===== config.mk =====
export PLATFORM = sky130hd
export DESIGN_NAME = drs_reset_seq
export DESIGN_NICKNAME = d
export VERILOG_FILES = /design/src/include/drs_pkg.sv /design/src/core/drs_pulse_filter.sv /design/src/core/drs_reset_seq.sv
export VERILOG_INCLUDE_DIRS = /design/src /design/src/include
export SDC_FILE = /design/constraint.sdc
export NUM_CORES = 1
export LEC_CHECK = 0
export BUFFER_PORTS_ARGS = -buffer_cell sky130_fd_sc_hd__buf_2
export CORE_MARGIN = 2
export CORE_UTILIZATION = 50
export DETAILED_ROUTE_END_ITERATION = 7
export GPL_ROUTABILITY_DRIVEN = 0
export PLACE_DENSITY = 0.66
export SLEW_MARGIN = 20
export SYNTH_ARGS = -nofsm -noshare
export SYNTH_HDL_FRONTEND = slang
export SYNTH_SLANG_ARGS = --single-unit

===== constraint.sdc =====
create_clock -name clk -period 2.3 [get_ports clk]
set_input_delay 0.23 -clock clk [delete_from_list [all_inputs] [get_ports clk]]
set_output_delay 0.23 -clock clk [all_outputs]
set_load 0.01 [all_outputs]

===== src/include/drs_cfg.svh =====
`ifndef DRS_CFG_SVH
`define DRS_CFG_SVH
// timebase and timing figures
`define DRS_CLK_HZ 200000000
`define DRS_PULSE_MIN_MS 12
`define DRS_PULSE_MIN_CYC ((`DRS_CLK_HZ / 1000) * `DRS_PULSE_MIN_MS)
`define DRS_ALARM_CLR_MS 30
`define DRS_ALARM_CLR_CYC ((`DRS_CLK_HZ / 1000) * `DRS_ALARM_CLR_MS)
`define DRS_OFF_EXTRA_MS 1000
`define DRS_OFF_EXTRA_CYC ((`DRS_CLK_HZ / 1000) * `DRS_OFF_EXTRA_MS)
`define DRS_KEY_WIN_MS 3000
`define DRS_KEY_WIN_CYC ((`DRS_CLK_HZ / 1000) * `DRS_KEY_WIN_MS)
`define DRS_SEG_MS 250
`define DRS_SEG_CYC ((`DRS_CLK_HZ / 1000) * `DRS_SEG_MS)
`define DRS_RESET_FUNC_CODE 8'h12
`define DRS_NUM_OUT 3
`define DRS_CNT_W 32
`endif


===== src/include/drs_pkg.sv =====
package drs_pkg;
   // main sequencer states, one-hot
   typedef enum logic [4:0] {
      DRS_POWERUP = 5'b0_0001,
      DRS_NORMAL  = 5'b0_0010,
      DRS_TRIP    = 5'b0_0100,
      DRS_GUARD   = 5'b0_1000,
      DRS_RESET   = 5'b1_0000
   } drs_state_t;
endpackage


===== src/core/drs_pulse_filter.sv =====
`include "drs_cfg.svh"
// qualifies the reset input: high for minimum width, then released
module drs_pulse_filter #(
   parameter logic [31:0] MIN_CYC = 32'(`DRS_PULSE_MIN_CYC)
) (
   input wire logic clk,       // system clock
   input wire logic rst_n,     // sync reset, active low
   input wire logic level_in,  // raw input level
   output logic held,          // input held at least minimum width
   output logic done           // one-cycle pulse on qualified release
);
   typedef struct packed {
      logic [31:0] cnt;
      logic held;
      logic done;
   } drs_pf_t;
   drs_pf_t q;
   drs_pf_t next_q;

   // count high time; short pulses are dropped on release
   always_comb begin
      next_q = q;
      next_q.done = 1'b0;
      if (level_in) begin
         if (q.cnt < MIN_CYC) begin
            next_q.cnt = q.cnt + 32'h0000_0001;
         end
         if (q.cnt >= MIN_CYC - 32'h0000_0001) begin
            next_q.held = 1'b1;
         end
      end else begin
         next_q.done = q.held;
         next_q.held = 1'b0;
         next_q.cnt = 32'h0000_0000;
      end
   end

   // state register
   always_ff @(posedge clk) begin
      if (!rst_n) begin
         q <= '0;
      end else begin
         q <= next_q;
      end
   end

   assign held = q.held;
   assign done = q.done;
endmodule // drs_pulse_filter


===== src/core/drs_reset_seq.sv =====
// Notes on behaviour
// - reset from trip returns to normal
// - reset acts on full on-then-off pulse
// - alarm output drops within 30 ms
// - function code 18: motor off, clear trip
// - segment pattern while input held
// - stop key resets only under alarm
// - reset input normally-open only
// - power-up performs same reset
// - remote operator: key only after power-up
// - reset while running: motor coasts
// - no off-delay: outputs off together
// - off-delay outputs linger about 1 s
// - restart at once if run active
// - guard error if run at power-up
// - guard cleared by reset resumes run
// - guard blocks, else resumes, power-up run
`include "drs_cfg.svh"
module drs_reset_seq #(
   parameter logic [31:0] PULSE_MIN_CYC = 32'(`DRS_PULSE_MIN_CYC),
   parameter logic [31:0] OFF_EXTRA_CYC = 32'(`DRS_OFF_EXTRA_CYC),
   parameter logic [31:0] KEY_WIN_CYC = 32'(`DRS_KEY_WIN_CYC),
   parameter logic [31:0] SEG_CYC = 32'(`DRS_SEG_CYC)
) (
   input wire logic clk,                    // system clock
   input wire logic rst_n,                  // power-on, sync, active low
   input wire logic terminal_in,            // raw input terminal level
   input wire logic [7:0] func_code,        // function assigned to input
   input wire logic nc_polarity,            // normally-closed requested
   input wire logic run_cmd,                // run command level
   input wire logic trip_event,             // pulse: fault detected
   input wire logic unattended_start_guard, // guard function enabled
   input wire logic stop_key,               // pulse: keypad stop/reset
   input wire logic remote_op,              // hand-held operator present
   input wire logic [2:0] out_req,          // logic outputs wanted on
   input wire logic [2:0] out_has_delay,    // output has nonzero off-delay
   output logic motor_on,                   // motor output enabled
   output logic alarm,                      // alarm output
   output logic guard_error,                // guard error shown
   output logic seg_alt,                    // keypad alternating segments
   output logic polarity_err,               // nc setting refused
   output logic [2:0] out_on                // logic outputs
);
   localparam int NO = `DRS_NUM_OUT;

   // true when the input carries the reset function
   function automatic logic is_reset_func(input logic [7:0] code);
      return code == `DRS_RESET_FUNC_CODE;
   endfunction

   typedef struct packed {
      drs_pkg::drs_state_t st;
      logic [31:0] key_cnt;
      logic key_open;
      logic [31:0] seg_cnt;
      logic seg_phase;
      logic motor_on;
      logic alarm;
      logic guard_error;
      logic seg_alt;
      logic polarity_err;
      logic [2:0] out_on;
   } drs_seq_t;
   drs_seq_t q;
   drs_seq_t next_q;

   logic rs_sel;
   logic rs_level;
   logic rs_held;
   logic rs_done;
   logic [NO-1:0] lag_on;

   assign rs_sel = is_reset_func(func_code) && !nc_polarity;
   assign rs_level = rs_sel && terminal_in;

   drs_pulse_filter #(
      .MIN_CYC(PULSE_MIN_CYC)
   ) u_filter (
      .clk(clk),
      .rst_n(rst_n),
      .level_in(rs_level),
      .held(rs_held),
      .done(rs_done)
   );

   // off-delay timers; an output with delay lingers after reset
   genvar g;
   generate
      for (g = 0; g < NO; g = g + 1) begin : g_lag
         logic [31:0] c;
         logic on;
         always_ff @(posedge clk) begin
            if (!rst_n) begin
               c <= 32'h0000_0000;
               on <= 1'b0;
            end else if (rs_held && out_has_delay[g]) begin
               if (c < OFF_EXTRA_CYC) begin
                  c <= c + 32'h0000_0001;
                  on <= out_req[g]; // keep what is wanted, not the cut copy
               end else begin
                  on <= 1'b0;
               end
            end else begin
               c <= 32'h0000_0000;
               on <= 1'b0;
            end
         end
         assign lag_on[g] = on;
      end
   endgenerate

   // main sequencer
   always_comb begin
      next_q = q;
      next_q.polarity_err = is_reset_func(func_code) && nc_polarity;
      if (q.key_cnt < KEY_WIN_CYC) begin
         next_q.key_cnt = q.key_cnt + 32'h0000_0001;
      end else begin
         next_q.key_open = 1'b0;
      end
      if (rs_held) begin
         if (q.seg_cnt >= SEG_CYC - 32'h0000_0001) begin
            next_q.seg_cnt = 32'h0000_0000;
            next_q.seg_phase = !q.seg_phase;
         end else begin
            next_q.seg_cnt = q.seg_cnt + 32'h0000_0001;
         end
         next_q.seg_alt = 1'b1;
      end else begin
         next_q.seg_cnt = 32'h0000_0000;
         next_q.seg_phase = 1'b0;
         next_q.seg_alt = 1'b0;
      end
      case (q.st)
         drs_pkg::DRS_POWERUP: begin
            next_q.alarm = 1'b0;
            if (unattended_start_guard && run_cmd) begin
               next_q.guard_error = 1'b1;
               next_q.alarm = 1'b1;
               next_q.st = drs_pkg::DRS_GUARD;
            end else begin
               next_q.motor_on = run_cmd;
               next_q.st = drs_pkg::DRS_NORMAL;
            end
         end
         drs_pkg::DRS_NORMAL: begin
            next_q.motor_on = run_cmd;
            if (trip_event) begin
               next_q.motor_on = 1'b0;
               next_q.alarm = 1'b1;
               next_q.st = drs_pkg::DRS_TRIP;
            end
         end
         drs_pkg::DRS_TRIP, drs_pkg::DRS_GUARD: begin
            next_q.motor_on = 1'b0;
            // stop key only under alarm; remote window
            if (stop_key && (!remote_op || q.key_open)) begin
               next_q.alarm = 1'b0;
               next_q.guard_error = 1'b0;
               next_q.st = drs_pkg::DRS_NORMAL;
            end
         end
         drs_pkg::DRS_RESET: begin
            next_q.motor_on = 1'b0;
            // act on release; back to normal
            if (rs_done) begin
               next_q.st = drs_pkg::DRS_NORMAL;
            end
         end
         default: begin
            next_q.st = drs_pkg::DRS_POWERUP;
         end
      endcase
      if (rs_held) begin
         next_q.st = drs_pkg::DRS_RESET;
         next_q.motor_on = 1'b0;
         next_q.alarm = 1'b0;
         next_q.guard_error = 1'b0;
      end else if (rs_done) begin
         // restart at once if run active
         next_q.motor_on = run_cmd;
      end
      // outputs off while reset input held unless delayed
      next_q.out_on = rs_held ? 3'b000 : out_req;
   end

   // state register
   always_ff @(posedge clk) begin
      if (!rst_n) begin
         q <= '0;
         q.st <= drs_pkg::DRS_POWERUP;
         q.key_open <= 1'b1;
      end else begin
         q <= next_q;
      end
   end

   assign motor_on = q.motor_on;
   assign alarm = q.alarm;
   assign guard_error = q.guard_error;
   assign seg_alt = q.seg_alt && q.seg_phase;
   assign polarity_err = q.polarity_err;
   assign out_on = q.out_on | lag_on;
endmodule // drs_reset_seq


==> flow_metrics.tcl <==
set metrics [dict create \
    min_period_ns 2.15 \
    cts-root-buf "clkbuf_16" \
    pwr-share-seq 0.473 \
    num_vias 7553 \
    status "completed" \
    rows 50 \
    die_x_microns 142 \
    synth_cells 1098 \
    crit_required_ns 2.74 \
    p_int_mw 6.30 \
    synth.top_cell.area_share 0.444 \
    ant_nets 0 \
    wl_per_cell_microns 13.0 \
    tightest_slew_ns 0.597 \
    clock-sinks 212 \
    critPathMaxStageDelay_ns 0.55 \
    clk_pin_slew_worst_paths_ns 0.06 \
    clock_path_buffers 3 \
    grt_pass1_wl_microns 32700 \
    setup.worst_path.start "g_lag[1].c[10]" \
    slew_violations 0 \
    synth.most_common_cell "dfxtp_1" \
    max_freq_mhz 465 \
    ff2ff_setup_slack_ns 0.15 \
    startpoint_type "register" \
    r2r_cells 6 \
    dr.pass1.iters 4 \
    cts_tree "yes" \
    worstSetupPathType "register to register" \
    ys_types 67 \
    final_layout_size_suffix_gt1_frac 0.112 \
    p_sw_frac 0.201 \
    rsz0062_at_grt "no" \
    ys_warn_count 0 \
    dieArea_sq_um 20200 \
    synth_area_sq_um 9550 \
    comb_power_share 0.023 \
    initial_core_util 0.511 \
    ys_top_cells_by_area "dfxtp_1 44%, xor2_1 7.5%, nor2_1 5.7%, xnor2_1 4.2%, and2_1 3.9%" \
    htree_levels 1 \
    hold_class "primary input to register" \
    synth_edf_count 0 \
    grt_max_degree 29 \
    synth_flop_cell "dfxtp_1" \
    viasPerCell 5.35 \
    cp_top_family "simple AND/OR/NAND/NOR gates" \
    r2r_end "g_lag[1].c[19]" \
    crit_top_cell "or4_1" \
    drtIter0Drc 323 \
    synth-async-reset-ratio 0 \
    hold_ws_ns 0.0298 \
    path_depth 6 \
    cp-endpoint "g_lag[1].c[19]" \
    ys_seq_elements 212 \
    critPathMaxFanout 14 \
    maxSlewHeadroom 0.602 \
    routed_wl_microns 18400 \
    antenna_found_initial 0 \
    dpl.hpwl_microns 12600 \
    synth_common_cells "212 x dfxtp_1, 145 x nor2_1, 82 x xor2_1" \
    cts_buffers 24 \
    end_kind "register" \
    post-route-period-util 0.935 \
    crit_buf_inv 0 \
    regToRegStartpoint "g_lag[1].c[10]" \
    finalNetCount 1189 \
    switching_power_mw 1.58 \
    worst_skew_pair.late_latency_ns 0.51 \
    grt_pass1_vias 7096 \
    diodes 0 \
    clock-skew-final_ns 0.00706 \
    pwr-share-clk 0.504 \
    peakVddDrop_v 0.000508 \
    syn_area_per_cell_sq_um 8.70 \
    die_height_microns 142 \
    drv_cap 0 \
    overflow 0 \
    worstPathArrival_ns 2.59 \
    final_hold_viol_count 0 \
    drc_errors 0 \
    crit_path_cell_trace "or4_1 -> o21ai_2 -> o21bai_4 -> a21o_2 -> or4_1 -> a21oi_1" \
    synth_top_area_cell "dfxtp_1" \
    design.portCount 31 \
    seq_area_frac_synth 0.444 \
    synthToLayoutAreaGrowth_pct 15.8 \
    power_leakage_nw 4.09 \
    power.density_nw_per_um2 712 \
    crit_slowest_cell "or4_1" \
    core_sq_um 18700 \
    setup_tns_ns 0 \
    setup_viol 0 \
    grt_use_total 0.189 \
    port_buffers 30 \
]
==> metal layers <==
metal,wire (microns),track usage
met1,9370,0.265
met2,8060,0.306
met3,616,0.0293
met4,378,0.0458
met5,0,0
==> power by group through the flow <==
stage          combinational, mW  sequential, mW  clock (mW)
2_1_floorplan              0.126            3.79           0
3_3_place_gp               0.172            3.81           0
3_5_place_dp               0.174            3.81           0
4_1_cts                    0.181            3.73        4.07
5_1_grt                    0.207            3.73        4.23
6_report                   0.180            3.73        3.97
==> metrics by stage <==
stage               setup WS [ns]   util  instance area (sq um)  std cells  power, mW
detailed placement          0.129  0.542                  10100       1363       3.98
global placement            0.168  0.542                  10100       1363       3.98
CTS                         0.119  0.590                  11000       1412       7.98
global route               0.0173  0.591                  11100       1412       8.17
floorplan                   0.278      -                   9570       1103       3.92
finish                      0.151  0.591                  11100       1412       7.88
==> layout by cell type (no fill, tap or decap), types with 3 or more instances in the layout <==
cell type	count
a21oi_1	27
nand4_1	51
nor3b_1	3
bufinv_16	3
nor4_1	17
dlygate4sd3_1	5
buf_4	37
nor2b_1	7
a21o_1	5
or2_2	5
nor2_1	144
o21a_1	5
mux2i_1	7
clkbuf_16	25
o21ai_0	18
nand2b_1	13
clkinv_2	6
or3_1	12
o31ai_1	9
nand2_1	81
nor3_1	30
xnor2_1	46
and2_1	59
ha_1	6
conb_1	6
inv_1	18
o211ai_1	7
and4_1	18
nand3_1	68
clkbuf_8	6
dfxtp_1	212
buf_2	30
a211oi_1	8
clkbuf_1	3
a31oi_1	5
xor2_1	82
or4_1	9
and3_1	35
==> logic make-up after synthesis <==
| family | share of synthesized area |
|---|---|
| xor+xnor | 0.117 |
| fa+ha+maj | 0.00786 |
| compound gates | 0.0828 |
| simple gates | 0.315 |
| mux | 0.00734 |
| flops | 0.444 |
| buf+inv | 0.0254 |
| other cells | 0.000393 |
==> worst min path at each step <==
stage               start  endpoint  slack, ns  depth (start not counted)
4_1_cts           run_cmd  motor_on      0.007                          3
2_1_floorplan  out_req[0]      q[0]       0.35                          1
6_report          run_cmd  motor_on       0.03                          3
3_3_place_gp        q[41]     q[41]       0.43                          2
5_1_grt           run_cmd  motor_on       0.03                          3
3_5_place_dp        q[41]     q[41]       0.43                          2
==> registers in the layout, indices dropped and copies added, names as in the netlist <==
signal,count
u_filter.done,1
motor_on,1
u_filter.q,32
q,75
polarity_err,1
alarm,1
g_lag.on,3
guard_error,1
u_filter.held,1
g_lag.c,96
==> worst min-delay path, cell delays in order <==
cell     delay [ns]
buf_2          0.11
a21oi_1        0.06
nor2_1         0.09
==> what timing repair did <==
| item | CTS | global route |
|---|---|---|
| endpoints found under the hold margin | 8 | 0 |
| gates resized for setup | 0 | 4 |
| hold buffers | 5 | 0 |
| setup buffers | 0 | 0 |
| setup endpoints to repair | 0 | 18 |
==> cell type report <==
class	instances	area, sq um
clock inverter	10	128
sequential	212	4240
inverter	19	71.3
timing repair buffer	73	498
clock buffer	34	719
multi-input combinational	830	5100
tap	234	293
fill	1635	7650
Note: power is estimated with default switching activity, not from simulation.
